===== config.mk =====
export PLATFORM = sky130hd
export DESIGN_NAME = pdc_channel
export DESIGN_NICKNAME = d
export VERILOG_FILES = /design/src/rtl/pdc_pkg.sv /design/src/rtl/pdc_channel.sv
export SDC_FILE = /design/constraint.sdc
export NUM_CORES = 1
export LEC_CHECK = 0
export ABC_AREA = 1
export ABC_CLOCK_PERIOD_IN_PS = 7920
export BUFFER_PORTS_ARGS = -buffer_cell sky130_fd_sc_hd__buf_4
export CAP_MARGIN = 30
export CORE_ASPECT_RATIO = 1.2
export CORE_MARGIN = 5
export CORE_UTILIZATION = 35
export CTS_BUF_LIST = sky130_fd_sc_hd__clkbuf_8
export DETAILED_ROUTE_END_ITERATION = 8
export REMOVE_ABC_BUFFERS = 1
export SYNTH_ARGS = -nofsm -noshare
export SYNTH_HDL_FRONTEND = slang
export SYNTH_SLANG_ARGS = --single-unit

===== constraint.sdc =====
create_clock -name pclk -period 7.92 [get_ports pclk]
set_input_delay 1.584 -clock pclk [delete_from_list [all_inputs] [get_ports pclk]]
set_output_delay 1.584 -clock pclk [all_outputs]
set_load 0.05 [all_outputs]

===== src/rtl/pdc_pkg.sv =====
/*
  Constants for one paced DMA channel: register offsets, control
  field positions, reset values, width and select codes and state codes.
  Assumes an APB master on the subsystem clock and a word-wide memory port.
*/
`default_nettype none
package pdc_pkg;
  // -------------------------------------------------------------------
  // register offsets (byte addresses)
  // -------------------------------------------------------------------
  localparam int          PDC_AW          = 8;
  localparam logic [7:0]  PDC_OFF_CTRL    = 8'h00;
  localparam logic [7:0]  PDC_OFF_STAT    = 8'h04;
  localparam logic [7:0]  PDC_OFF_A_SRC   = 8'h08;
  localparam logic [7:0]  PDC_OFF_A_DST   = 8'h0C;
  localparam logic [7:0]  PDC_OFF_A_CNT   = 8'h10;
  localparam logic [7:0]  PDC_OFF_B_SRC   = 8'h14;
  localparam logic [7:0]  PDC_OFF_B_DST   = 8'h18;
  localparam logic [7:0]  PDC_OFF_B_CNT   = 8'h1C;
  localparam logic [7:0]  PDC_OFF_RATIO   = 8'h20;
  localparam logic [7:0]  PDC_OFF_BUFSTAT = 8'h24;
  // -------------------------------------------------------------------
  // control word fields
  // -------------------------------------------------------------------
  localparam int PDC_C_PSEL_LO  = 23;
  localparam int PDC_C_PSEL_HI  = 26;
  localparam int PDC_C_WAIT_LO  = 14;
  localparam int PDC_C_WAIT_HI  = 21;
  localparam int PDC_C_DSTEP_LO = 12;
  localparam int PDC_C_SSTEP_LO = 10;
  localparam int PDC_C_HIGH     = 9;
  localparam int PDC_C_CLR_B    = 8;
  localparam int PDC_C_CLR_A    = 7;
  localparam int PDC_C_IRQEN    = 6;
  localparam int PDC_C_RESET    = 5;
  localparam int PDC_C_PAUSE    = 4;
  localparam int PDC_C_WIDTH_LO = 2;
  localparam int PDC_C_DIR      = 1;
  localparam int PDC_C_PERIPH   = 0;
  // storable bits: every defined field bit but the three self-clearing ones
  localparam logic [31:0] PDC_CTRL_MASK  = 32'h07BFFE5F;
  localparam logic [31:0] PDC_CTRL_RST   = 32'h00000000;
  localparam int          PDC_CNT_W      = 16;
  localparam int          PDC_WAIT_W     = 8;
  localparam int          PDC_RATIO_W    = 8;
  // -------------------------------------------------------------------
  // codes
  // -------------------------------------------------------------------
  localparam logic [1:0] PDC_WID_BYTE = 2'h0;
  localparam logic [1:0] PDC_WID_HALF = 2'h1;
  localparam logic [1:0] PDC_WID_WORD = 2'h2;
  localparam logic [3:0] PDC_SEL_SER_RX = 4'h4;
  localparam logic [3:0] PDC_SEL_SER_TX = 4'h5;
  typedef enum logic [1:0] {
    PDC_ST_IDLE  = 2'b00,
    PDC_ST_READ  = 2'b01,
    PDC_ST_WRITE = 2'b10
  } pdc_state_type;
endpackage : pdc_pkg
`default_nettype wire


===== src/rtl/pdc_channel.sv =====
/*
  One paced DMA channel with two buffer descriptors, APB register slave,
  memory access port, paced ready selection and completion interrupt.
  Assumes memory port ack comes from logic on pclk; ready lines are async.
*/
`default_nettype none
module pdc_channel
  import pdc_pkg::*;
(
  // clock and reset
  input  wire logic              pclk,
  input  wire logic              presetn,
  // apb slave
  input  wire logic              psel,
  input  wire logic              penable,
  input  wire logic              pwrite,
  input  wire logic [PDC_AW-1:0] paddr,
  input  wire logic [31:0]       pwdata,
  output logic [31:0]            prdata,
  output logic                   pready,
  output logic                   pslverr,
  // memory access port
  output logic                   mem_req,
  output logic                   mem_we,
  output logic [31:0]            mem_addr,
  output logic [1:0]             mem_size,
  output logic [31:0]            mem_wdata,
  input  wire logic              mem_ack,
  input  wire logic [31:0]       mem_rdata,
  // out-of-band peripheral ready lines
  input  wire logic              serial_rx_avail,
  input  wire logic              serial_tx_room,
  input  wire logic [1:0]        fabric_ready_port0,
  input  wire logic [1:0]        fabric_ready_port1,
  input  wire logic              comm_unit_rx_avail,
  input  wire logic              comm_unit_tx_room,
  // arbitration
  input  wire logic              high_class_req,
  output logic                   high_rank,
  // interrupt
  output logic                   dma_irq
);
  // -------------------------------------------------------------------
  // registers
  // -------------------------------------------------------------------
  logic [31:0]            ctrl_r;
  logic [31:0]            src_a_r, dst_a_r, src_b_r, dst_b_r;
  logic [PDC_CNT_W-1:0]   cnt_a_r, cnt_b_r;
  logic [PDC_RATIO_W-1:0] ratio_r, opp_r;
  logic                   done_a_r, done_b_r, buf_sel_r;
  logic [PDC_WAIT_W-1:0]  wait_r;
  logic [7:0]             rdy_s1_r, rdy_s2_r;
  pdc_state_type          state_r;

  // -------------------------------------------------------------------
  // apb decode
  // -------------------------------------------------------------------
  wire        acc     = psel & penable;
  wire        wr_fire = acc & pready & pwrite;
  wire        hit_ctrl  = paddr == PDC_OFF_CTRL;
  wire        hit_stat  = paddr == PDC_OFF_STAT;
  wire        hit_asrc  = paddr == PDC_OFF_A_SRC;
  wire        hit_adst  = paddr == PDC_OFF_A_DST;
  wire        hit_acnt  = paddr == PDC_OFF_A_CNT;
  wire        hit_bsrc  = paddr == PDC_OFF_B_SRC;
  wire        hit_bdst  = paddr == PDC_OFF_B_DST;
  wire        hit_bcnt  = paddr == PDC_OFF_B_CNT;
  wire        hit_ratio = paddr == PDC_OFF_RATIO;
  wire        hit_bstat = paddr == PDC_OFF_BUFSTAT;
  wire        hit_any   = hit_ctrl | hit_stat | hit_asrc | hit_adst |
                          hit_acnt | hit_bsrc | hit_bdst | hit_bcnt |
                          hit_ratio | hit_bstat;
  wire        wr_ctrl   = wr_fire & hit_ctrl;
  wire        chan_rst  = wr_ctrl & pwdata[PDC_C_RESET];
  wire        clr_a     = wr_ctrl & pwdata[PDC_C_CLR_A];
  wire        clr_b     = wr_ctrl & pwdata[PDC_C_CLR_B];
  wire        wr_acnt   = wr_fire & hit_acnt;
  wire        wr_bcnt   = wr_fire & hit_bcnt;

  // shared status: done flag with select indication clear
  wire [1:0]  bufstat   = {done_b_r & ~buf_sel_r,
                           done_a_r & ~buf_sel_r};
  // self-clearing bits are never stored, so they read back as zero
  wire [31:0] rd_mux =
      hit_ctrl  ? ctrl_r :
      hit_stat  ? {29'h0, buf_sel_r, done_b_r, done_a_r} :
      hit_asrc  ? src_a_r :
      hit_adst  ? dst_a_r :
      hit_acnt  ? {16'h0, cnt_a_r} :
      hit_bsrc  ? src_b_r :
      hit_bdst  ? dst_b_r :
      hit_bcnt  ? {16'h0, cnt_b_r} :
      hit_ratio ? {24'h0, ratio_r} :
      hit_bstat ? {30'h0, bufstat} : 32'h00000000;

  // -------------------------------------------------------------------
  // control fields
  // -------------------------------------------------------------------
  wire [3:0]  psel_code = ctrl_r[PDC_C_PSEL_HI:PDC_C_PSEL_LO];
  wire [PDC_WAIT_W-1:0] wait_cfg =
      ctrl_r[PDC_C_WAIT_HI:PDC_C_WAIT_LO];
  wire [1:0]  dstep     = ctrl_r[PDC_C_DSTEP_LO+1:PDC_C_DSTEP_LO];
  wire [1:0]  sstep     = ctrl_r[PDC_C_SSTEP_LO+1:PDC_C_SSTEP_LO];
  wire [1:0]  width     = ctrl_r[PDC_C_WIDTH_LO+1:PDC_C_WIDTH_LO];
  wire        periph    = ctrl_r[PDC_C_PERIPH];
  wire        dir_out   = ctrl_r[PDC_C_DIR];
  wire        paused    = ctrl_r[PDC_C_PAUSE];
  wire        irq_en    = ctrl_r[PDC_C_IRQEN];
  wire        hi_flag   = ctrl_r[PDC_C_HIGH];

  // step code to byte count: 0, 1, 2, 4
  wire [31:0] src_inc = (sstep == 2'h3) ? 32'h4 : {30'h0, sstep};
  wire [31:0] dst_inc = (dstep == 2'h3) ? 32'h4 : {30'h0, dstep};
  wire        src_fix = periph & ~dir_out;
  wire        dst_fix = periph &  dir_out;
  // reserved width code falls back to byte so the port never sees it
  wire [1:0]  wid_eff = (width == 2'h3) ? PDC_WID_BYTE : width;

  // -------------------------------------------------------------------
  // peripheral ready selection
  // -------------------------------------------------------------------
  wire [7:0]  rdy_raw = {comm_unit_tx_room, comm_unit_rx_avail,
                         fabric_ready_port1[0], fabric_ready_port1[1],
                         fabric_ready_port0[0], fabric_ready_port0[1],
                         serial_tx_room, serial_rx_avail};
  wire        sel_ok  = (psel_code == PDC_SEL_SER_RX) |
                        (psel_code == PDC_SEL_SER_TX) |
                        (psel_code[3] & ~psel_code[1]
                                      & ~psel_code[2]) |
                        (psel_code[3] & psel_code[2]);
  wire [1:0]  sel_hi  = ~psel_code[3] ? 2'h0 :
                        ~psel_code[2] ? 2'h1 :
                        ~psel_code[1] ? 2'h2 : 2'h3;
  wire [2:0]  sel_idx = {sel_hi, psel_code[0]};
  wire        rdy_sel = sel_ok & rdy_s2_r[sel_idx];
  // memory to memory ignores ready and direction entirely
  wire        pace_ok = ~periph | (rdy_sel & (wait_r == '0));

  // -------------------------------------------------------------------
  // buffer choice and arbitration gate
  // -------------------------------------------------------------------
  wire [PDC_CNT_W-1:0] cur_cnt = buf_sel_r ? cnt_b_r : cnt_a_r;
  wire [PDC_CNT_W-1:0] oth_cnt = buf_sel_r ? cnt_a_r : cnt_b_r;
  wire        cur_live = cur_cnt != '0;
  wire        swap_buf = ~cur_live & (oth_cnt != '0);
  // a low channel yields ratio opportunities to pending high channels
  wire        arb_ok  = hi_flag | ~high_class_req | (opp_r >= ratio_r);
  wire        go      = (state_r == PDC_ST_IDLE) & cur_live & ~paused &
                        pace_ok & arb_ok;
  wire        rd_done = (state_r == PDC_ST_READ) & mem_ack;
  wire        wr_done = (state_r == PDC_ST_WRITE) & mem_ack;
  wire        last    = cur_cnt == 16'h0001;
  wire [31:0] cur_src = buf_sel_r ? src_b_r : src_a_r;
  wire [31:0] cur_dst = buf_sel_r ? dst_b_r : dst_a_r;
  wire [31:0] nxt_src = src_fix ? cur_src : cur_src + src_inc;
  wire [31:0] nxt_dst = dst_fix ? cur_dst : cur_dst + dst_inc;
  wire [PDC_CNT_W-1:0] nxt_cnt = cur_cnt - 16'h0001;
  wire        set_a   = wr_done & last & ~buf_sel_r;
  wire        set_b   = wr_done & last &  buf_sel_r;

  // -------------------------------------------------------------------
  // apb slave: one wait state, answer registered
  // -------------------------------------------------------------------
  always_ff @(posedge pclk or negedge presetn) begin
    if (!presetn) begin
      pready  <= 1'b0;
      prdata  <= 32'h00000000;
      pslverr <= 1'b0;
    end else if (acc & ~pready) begin
      pready  <= 1'b1;
      prdata  <= pwrite ? 32'h00000000 : rd_mux;
      pslverr <= ~hit_any;
    end else begin
      pready  <= 1'b0;
      pslverr <= 1'b0;
    end
  end

  // -------------------------------------------------------------------
  // configuration registers
  // -------------------------------------------------------------------
  always_ff @(posedge pclk or negedge presetn) begin
    if (!presetn) begin
      ctrl_r  <= PDC_CTRL_RST;
      ratio_r <= '0;
    end else begin
      if (wr_ctrl)
        ctrl_r <= pwdata & PDC_CTRL_MASK;
      if (wr_fire & hit_ratio)
        ratio_r <= pwdata[PDC_RATIO_W-1:0];
    end
  end

  always_ff @(posedge pclk or negedge presetn) begin
    if (!presetn)
      high_rank <= 1'b0;
    else
      high_rank <= ctrl_r[PDC_C_HIGH];
  end

  // -------------------------------------------------------------------
  // ready synchronisers
  // -------------------------------------------------------------------
  always_ff @(posedge pclk or negedge presetn) begin
    if (!presetn) begin
      rdy_s1_r <= 8'h00;
      rdy_s2_r <= 8'h00;
    end else begin
      rdy_s1_r <= rdy_raw;
      rdy_s2_r <= rdy_s1_r;
    end
  end

  // -------------------------------------------------------------------
  // descriptors; a software write wins over the engine's own update
  // -------------------------------------------------------------------
  always_ff @(posedge pclk or negedge presetn) begin
    if (!presetn) begin
      src_a_r <= 32'h00000000;
      dst_a_r <= 32'h00000000;
      src_b_r <= 32'h00000000;
      dst_b_r <= 32'h00000000;
    end else begin
      if (wr_done & ~buf_sel_r) begin
        src_a_r <= nxt_src;
        dst_a_r <= nxt_dst;
      end
      if (wr_done & buf_sel_r) begin
        src_b_r <= nxt_src;
        dst_b_r <= nxt_dst;
      end
      if (wr_fire & hit_asrc) src_a_r <= pwdata;
      if (wr_fire & hit_adst) dst_a_r <= pwdata;
      if (wr_fire & hit_bsrc) src_b_r <= pwdata;
      if (wr_fire & hit_bdst) dst_b_r <= pwdata;
    end
  end

  always_ff @(posedge pclk or negedge presetn) begin
    if (!presetn) begin
      cnt_a_r <= '0;
      cnt_b_r <= '0;
    end else if (chan_rst) begin
      cnt_a_r <= '0;
      cnt_b_r <= '0;
    end else begin
      if (wr_done & ~buf_sel_r) cnt_a_r <= nxt_cnt;
      if (wr_done &  buf_sel_r) cnt_b_r <= nxt_cnt;
      if (wr_acnt) cnt_a_r <= pwdata[PDC_CNT_W-1:0];
      if (wr_bcnt) cnt_b_r <= pwdata[PDC_CNT_W-1:0];
    end
  end

  // -------------------------------------------------------------------
  // completion flags: set wins over clear
  // -------------------------------------------------------------------
  always_ff @(posedge pclk or negedge presetn) begin
    if (!presetn) begin
      done_a_r <= 1'b0;
      done_b_r <= 1'b0;
    end else if (chan_rst) begin
      done_a_r <= 1'b0;
      done_b_r <= 1'b0;
    end else begin
      done_a_r <= set_a | (done_a_r & ~clr_a);
      done_b_r <= set_b | (done_b_r & ~clr_b);
    end
  end

  always_ff @(posedge pclk or negedge presetn) begin
    if (!presetn)
      dma_irq <= 1'b0;
    else
      dma_irq <= irq_en & (done_a_r | done_b_r);
  end

  // -------------------------------------------------------------------
  // transfer engine
  // -------------------------------------------------------------------
  always_ff @(posedge pclk or negedge presetn) begin
    if (!presetn) begin
      state_r   <= PDC_ST_IDLE;
      buf_sel_r <= 1'b0;
      wait_r    <= '0;
      opp_r     <= '0;
    end else if (chan_rst) begin
      state_r   <= PDC_ST_IDLE;
      buf_sel_r <= 1'b0;
      wait_r    <= '0;
      opp_r     <= '0;
    end else begin
      if (wait_r != '0)
        wait_r <= wait_r - 8'h01;
      if (~hi_flag & high_class_req & ~arb_ok)
        opp_r <= opp_r + 8'h01;
      unique case (state_r)
        PDC_ST_IDLE: begin
          if (swap_buf)
            buf_sel_r <= ~buf_sel_r;
          if (go) begin
            state_r <= PDC_ST_READ;
            opp_r   <= '0;
          end
        end
        PDC_ST_READ: begin
          if (rd_done) begin
            state_r <= PDC_ST_WRITE;
          end
        end
        PDC_ST_WRITE: begin
          if (wr_done) begin
            state_r <= PDC_ST_IDLE;
            if (periph)
              wait_r <= wait_cfg;
            if (last)
              buf_sel_r <= ~buf_sel_r;
          end
        end
        default: state_r <= PDC_ST_IDLE;
      endcase
    end
  end

  // -------------------------------------------------------------------
  // memory port: request held until ack
  // -------------------------------------------------------------------
  always_ff @(posedge pclk or negedge presetn) begin
    if (!presetn) begin
      mem_req   <= 1'b0;
      mem_we    <= 1'b0;
      mem_addr  <= 32'h00000000;
      mem_size  <= PDC_WID_BYTE;
      mem_wdata <= 32'h00000000;
    end else if (chan_rst | wr_done) begin
      mem_req   <= 1'b0;
      mem_we    <= 1'b0;
    end else if (go) begin
      mem_req   <= 1'b1;
      mem_we    <= 1'b0;
      mem_addr  <= cur_src;
      mem_size  <= wid_eff;
    end else if (rd_done) begin
      mem_we    <= 1'b1;
      mem_addr  <= cur_dst;
      mem_wdata <= mem_rdata;
    end
  end
endmodule // pdc_channel
`default_nettype wire


==> results of run 1 <==
[synth_stat cells (4+ instances only)]
master / number / area share
nand3_2: 35 / 0.017
xor2_1: 37 / 0.016
buf_4: 5 / 0.0018
o22ai_1: 74 / 0.023
mux2_2: 32 / 0.018
nor3_1: 13 / 0.0032
nand2_1: 885 / 0.16
nand3b_1: 4 / 0.0015
o21bai_1: 31 / 0.011
nor3_4: 4 / 0.0032
a32oi_1: 13 / 0.0056
buf_2: 37 / 0.0091
a21oi_1: 67 / 0.016
nand3_1: 107 / 0.026
or2_2: 6 / 0.0018
inv_2: 14 / 0.0026
buf_8: 6 / 0.0044
nand2_2: 27 / 0.0083
nand4_1: 66 / 0.020
buf_6: 13 / 0.0072
o21ai_4: 5 / 0.0040
nor2_2: 19 / 0.0058
inv_1: 319 / 0.059
o221ai_1: 43 / 0.018
o21ai_1: 16 / 0.0039
nor2_1: 144 / 0.026
mux2i_1: 4 / 0.0020
xnor2_1: 19 / 0.0081
ha_1: 19 / 0.012
o21ai_0: 142 / 0.035
nand2_4: 5 / 0.0028
clkbuf_1: 51 / 0.0094
nor3_2: 5 / 0.0024
nor2_4: 12 / 0.0066
dfrtp_1: 332 / 0.41
o21ai_2: 23 / 0.0098
o211ai_1: 35 / 0.013
[registers in the layout, indices dropped and copies added, names as in the netlist, 16 cells and up]
signal,cells
mem_addr,32
ctrl_r,23
prdata,32
src_b_r,32
dst_a_r,32
dst_b_r,32
cnt_b_r,16
src_a_r,32
mem_wdata,32
cnt_a_r,16
[cell type report]
| type | count | share of cell area |
|---|---|---|
| Inverter | 336 | 0.0531 |
| Clock buffer | 79 | 0.0458 |
| Multi-Input combinational cell | 1918 | 0.429 |
| Sequential cell | 332 | 0.350 |
| Clock inverter | 30 | 0.0113 |
| Timing Repair Buffer | 221 | 0.0719 |
| Tap cell | 742 | 0.0391 |
[cell families after synthesis]
group | Yosys count | synth area share
AND/OR/NAND/NOR | 1343 | 0.295
multiplexers | 36 | 0.0196
XOR/XNOR | 56 | 0.0240
flip-flops | 332 | 0.406
AO/OA/AOI/OAI | 462 | 0.145
adder cells (fa/ha/maj) | 21 | 0.0136
buffers and inverters | 454 | 0.0970
[how the worst max path moves through the flow]
stage,slack (ns),cells after the start,end
5_1_grt,3.09,15,dst_b_r[27]
4_1_cts,3.38,15,dst_b_r[27]
6_report,3.25,15,dst_a_r[27]
3_5_place_dp,3.30,12,dst_a_r[22]
3_3_place_gp,3.17,13,src_a_r[26]
2_1_floorplan,1.53,13,mem_addr[17]
[through the flow]
step                      setup slack (ns)  utilization  cell area [um^2]
final                                 3.25        0.408             23700
after global routing                  3.09        0.408             23700
after global placement                3.17        0.384             22300
after detailed placement              3.30        0.385             22400
after floorplan                       1.53            -             19700
after CTS                             3.38        0.408             23700
[power by group]
group | internal, mW | total [mW] | switching, mW
Clock | 1.05 | 1.86 | 0.803
Combinational | 1.09 | 3.60 | 2.51
Sequential | 2.19 | 2.61 | 0.424
[cells in the final DEF (no fill, tap or decap), drive strengths merged, types with 2 or more instances in the layout]
cell type	netlist	layout
nand2	917	917
inv	333	342
dfrtp	332	332
buf	67	221
o21ai	186	186
nor2	177	177
nand3	143	143
clkbuf	51	79
o22ai	74	74
a21oi	67	67
nand4	67	67
o221ai	43	43
xor2	37	37
o211ai	35	35
mux2	32	32
o21bai	32	32
nor3	22	22
xnor2	19	19
ha	19	19
clkinv	3	17
a32oi	13	13
or2	7	7
bufinv	0	5
nand3b	5	5
mux2i	4	4
nor4	4	4
a211oi	3	3
a21o	2	2
o31ai	2	2
fa	2	2
clkinvlp	0	2
[layer usage]
metal,vias to the layer above,share of wire
met4,0,0.075
met5,-,0
met3,312,0.072
li1,9194,-
met1,9476,0.37
met2,942,0.48
[critical path, stage by stage (launching register included)]
cell,delay [ns]
dfrtp_4,1.02
inv_2,0.03
buf_4,0.35
or2_2,0.37
o21ai_0,0.14
inv_1,0.21
ha_1,0.32
nand2_1,0.04
o21ai_0,0.67
inv_1,0.09
nor2_1,0.28
nand4_1,0.27
nor2_1,0.33
nand3_1,0.20
nand3_1,0.13
nand2_1,0.06
==> results.cfg, run 1 <==
[run_status]
status = complete, no violations

[global_route]
grt.busiest_layer = met2
grt-ovfl-total = 0
track_usage = 0.248
grt_pass1_vias = 19700
gr-usage-met3 = 0.0409
grt_max_degree = 131
grtUsageMet1 = 0.297
grt_pass1_wl_mm = 121
antenna_found_initial = 1
met2_usage = 0.417

[worst_setup_path]
crit_start = buf_sel_r
cp.arrival_ns = 5.25
end_kind = flop
worst-r2r-cell-count = 15
rr_endpoint = dst_a_r[27]
r2r_slack_ns = 3.25
worst_setup_path_start_kind = flop
r2r_start = buf_sel_r
worstSetupPathType = flop to flop
worst_ep_required_time_ns = 8.51
cp_max_fo = 66

[floorplanning]
ioPinCount = 191
fp.dieH_um = 275
core_um2 = 58100
die_x_um = 231
start_util = 0.352
rows = 97
dieArea_um2 = 63400

[synth]
synth_cell_types = 58
postSynthCellCount = 2704
syn_area_um2 = 20500
syn_area_per_cell_um2 = 7.56
synth_seq_cells = 332
synthArstFlopShare = 1.00
ys_seq_area_frac = 0.406
yosysWarnings = 0
ys.flop_type = dfrtp_1
synth_edf_count = 0

[min_path]
min_path_cells = 0
min_to = rdy_s2_r[0]
holdCritStartpoint = rdy_s1_r[0]
min_path_type = flop to flop

[clocking]
clock_sinks = 332
cts_setup_buffers = 0
htreeDepth = 2
clkLatencyLatePin_ns = 0.70
postCtsHoldBufs = 0
cts_tree = done
clk_pin_slew_worst_paths_ns = 0.07
post_cts_resize_count = 0
clockBufferDepth = 3
root_buffer = clkbuf_8
cts_made_buffers = 60

[pwr]
cellLeakagePower_nw = 12.1
irDropWorstVdd_mv = 0.205
power.density_nw_per_um2 = 340
total_power_mw = 8.07

[cells_and_area]
drive_gt1_frac = 0.178
multi_input_area_um2 = 10200
layout.nets = 2977
final_cells = 3658
ff_latch_area_um2 = 8310
syn_to_final_growth_pct = 16.1
fillCellCount = 6056
antenna_cells = 0

[timing]
finalClockSkew_ns = 0.0279
slew_viol_final = 0
setup_tns_ns = 0
max-slew-margin-rel = 0.320
finalHoldViolCount = 0
rsz0062_at_grt = no
period_needed_ns = 4.67
setup_violations = 0
whs_ns = 0.348
period_share = 0.589
worstMarginPinSlew_ns = 1.02
fmax_ghz = 0.214

[drt]
drtPass1Iterations = 6
drt-wirelength-per-cell_um = 22.1
viasPerCell = 5.45
vias = 19900
drtIter0Drc = 1987
drc = 0
finalWirelength_mm = 81.0
postRouteAntennaNets = 0

[placed_design]
dp_hpwl_mm = 58.7
dp.cells = 3549
port_buffers = 190
gp_congestion = 0.988

[run]
drv_cap = 0
(Power assumes the default switching activity.)
==> run 2: changes to the inputs <==
ABC_AREA = 0   (was 1)
ABC_CLOCK_PERIOD_IN_PS = 4600   (was 7920)
clock period = 4.6 ns   (was 7.92 ns; I/O delays follow)
==> run 2 against run 1 <==
  * Via count fell by 12%
  * Fmax rose by 24%
  * Global-route usage fell by 0.42 points
  * Highest routed layer unchanged
  * Clock skew fell by 0.0019 ns
  * Sequential power rose by 45%
  * Synthesized area fell by 6.3%
  * Critical path type unchanged
  * Die area fell by 6.1%
==> results.cfg, run 2 <==
[timing]
period_needed_ns = 3.75
worstMarginPinSlew_ns = 1.09
setup_slack_ns = 0.849
setup_violations = 0
period_share = 0.815
max-slew-margin-rel = 0.272
whs_ns = 0.304
fmax_ghz = 0.267
slew_viol_final = 0
setup_tns_ns = 0
finalHoldViolCount = 0
rsz0062_at_grt = no
finalClockSkew_ns = 0.0260

[synth]
yosys-top-cells-area = dfrtp_1, nand2_1, nor2_1, mux2i_1, xnor2_1
syn_area_per_cell_um2 = 9.07
synth_cell_types = 97
synthAdderAreaFrac = 0.0145
synthXorXnorAreaFrac = 0.0622
synth_edf_count = 0
synthArstFlopShare = 1.00
synth_top_family_by_area = simple AND/OR/NAND/NOR gates
postSynthCellCount = 2112
synthSimpleGateAreaFrac = 0.219
yosysMostFrequentCell = nand2_1
ys.flop_type = dfrtp_1
ys_seq_area_frac = 0.434
synthDominantCellAreaShare = 0.434
synth-compound-area-share = 0.160
synth_area_leader_cell = dfrtp_1
syn_area_um2 = 19200
synthMuxAreaShare = 0.0703
synth_seq_cells = 332
ys_top_cells_by_count = nand2_1, dfrtp_1, nor2_1
yosysWarnings = 0

[drt]
viasPerCell = 5.78
drtIter0Drc = 1687
drtPass1Iterations = 7
vias = 17600
postRouteAntennaNets = 0
drt-wirelength-per-cell_um = 24.5
finalWirelength_mm = 74.7
drc = 0

[clocking]
cts_setup_buffers = 0
cts_tree = done
postCtsHoldBufs = 0
root_buffer = clkbuf_8
clock_sinks = 332
clk_pin_slew_worst_paths_ns = 0.07
clkLatencyLatePin_ns = 0.68
clockBufferDepth = 3
cts_made_buffers = 57
htreeDepth = 2
post_cts_resize_count = 0

[pwr]
irDropWorstVdd_mv = 0.358
power.density_nw_per_um2 = 441
cellLeakagePower_nw = 10.1
p_int_mw = 6.11
p_sw_mw = 3.91
p_sw_frac = 0.390
pwr-share-clk = 0.314
p_seq_frac = 0.378
combPwrFrac = 0.308
total_power_mw = 10.0

[worst_setup_path]
worst_ep_required_time_ns = 5.14
end_kind = flop
slowest_stage = dfrtp_4
crit_chain = mux2i_1, ha_1, nor4bb_1, o22a_1, o2111ai_2, o211a_1, and2_1, buf_4, a221o_1
worstSetupPathType = flop to flop
critPathMaxStageDelay_ns = 0.81
cp_max_fo = 39
worst_setup_path_start_kind = flop
cp.arrival_ns = 4.29

[placed_design]
dp_hpwl_mm = 51.8
placed_cell_area_um2 = 21400
gp_congestion = 0.977
preCtsSetupSlack_ns = 0.815
port_buffers = 190
dp.cells = 2942

[run_status]
status = complete, no violations

[cells_and_area]
layout_common_cells = nand2_1, dfrtp_1, buf_4, nor2_1, o21ai_0
syn_to_final_growth_pct = 18.5
fillCellCount = 5488
fin_area_um2 = 22700
final_common_cell = nand2_1
utilization = 0.416
final_cells = 3049
drive_gt1_frac = 0.190
layout.nets = 2389

[global_route]
grt_pass1_vias = 17700
grt-ovfl-total = 0
track_usage = 0.244
grt_pass1_wl_mm = 112
antenna_found_initial = 3
grt_max_degree = 110

[floorplanning]
rows = 94
fp.dieH_um = 266
core_um2 = 54600
ioPinCount = 191
start_util = 0.351
dieArea_um2 = 59500
die_x_um = 224

[run]
drv_cap = 0

[min_path]
min_path_type = primary input to asynchronous set/reset pin
==> run 2: cell types whose count changed in the layout (fill, tap and decap cells not counted), moves of 42 or more <==
cell / previous run / this run
nand2_1: 883 / 350
inv_1: 328 / 44
mux2i_1: 4 / 79
o22ai_1: 74 / 4
nor2_1: 143 / 211
xnor2_1: 19 / 84
a21oi_1: 67 / 119
nand4_1: 66 / 22
o221ai_1: 43 / 1
==> run 2: logic make-up (layout without fill, tap and decap cells) <==
logic type,Yosys count,in the layout
multiplexers,124,124
AND/OR/NAND/NOR,876,876
adder cells (fa/ha/maj),21,21
other,0,1
XOR/XNOR,136,136
buffers and inverters,167,383
flip-flops,332,332
AO/OA/AOI/OAI,456,456
==> run 2: path summary, 6_finish.rpt <==
| path | start | to | slack [ns] | depth (start not counted) |
|---|---|---|---|---|
| setup / recovery | buf_sel_r | mem_addr[2] | 0.85 | 9 |
| hold / removal | presetn | high_rank | 0.30 | 1 |
| setup reg to reg | buf_sel_r | mem_addr[2] | 0.85 | 9 |
| hold reg to reg | rdy_s1_r[0] | rdy_s2_r[0] | 0.34 | 0 |
| max in group asynchronous | presetn | dst_a_r[20] | 3.29 | 2 |
| min in group pclk | rdy_s1_r[0] | rdy_s2_r[0] | 0.34 | 0 |
==> run 2: power by group through the flow <==
stage	Sequential, mW	Combinational [mW]	Clock [mW]
floorplan	4.25	1.42	0
global placement	3.82	2.99	0
detailed placement	3.82	3.05	0
CTS	3.78	3.06	3.21
global route	3.83	3.27	3.32
finish	3.79	3.08	3.14
==> run 2: area by class of cell <==
class	count	area [um^2]	area share
tap	720	901	0.0397
clock inverter	28	259	0.0114
antenna	1	2.50	0.000110
sequential	332	8310	0.366
timing repair buffer	247	1900	0.0837
inverter	30	113	0.00496
multi-input combinational	1613	10100	0.447
clock buffer	78	1070	0.0473
==> run 2: metal layers <==
metal | wire length [um] | vias up | GRT usage
li1 | - | 7840 | -
met3 | 6640 | 197 | 0.0563
met5 | 0 | - | 0
met1 | 29200 | 8646 | 0.308
met4 | 4070 | 0 | 0.123
met2 | 34800 | 947 | 0.393
==> run 2: critical path: cells and delay by family (launching register included) <==
kind | cells | cell delay, ns
AO/OA/AOI/OAI | 4 | 1.28
buffers and inverters | 1 | 0.28
multiplexers | 1 | 0.34
adder cells (fa/ha/maj) | 1 | 0.26
flip-flops | 1 | 0.81
AND/OR/NAND/NOR | 2 | 0.63
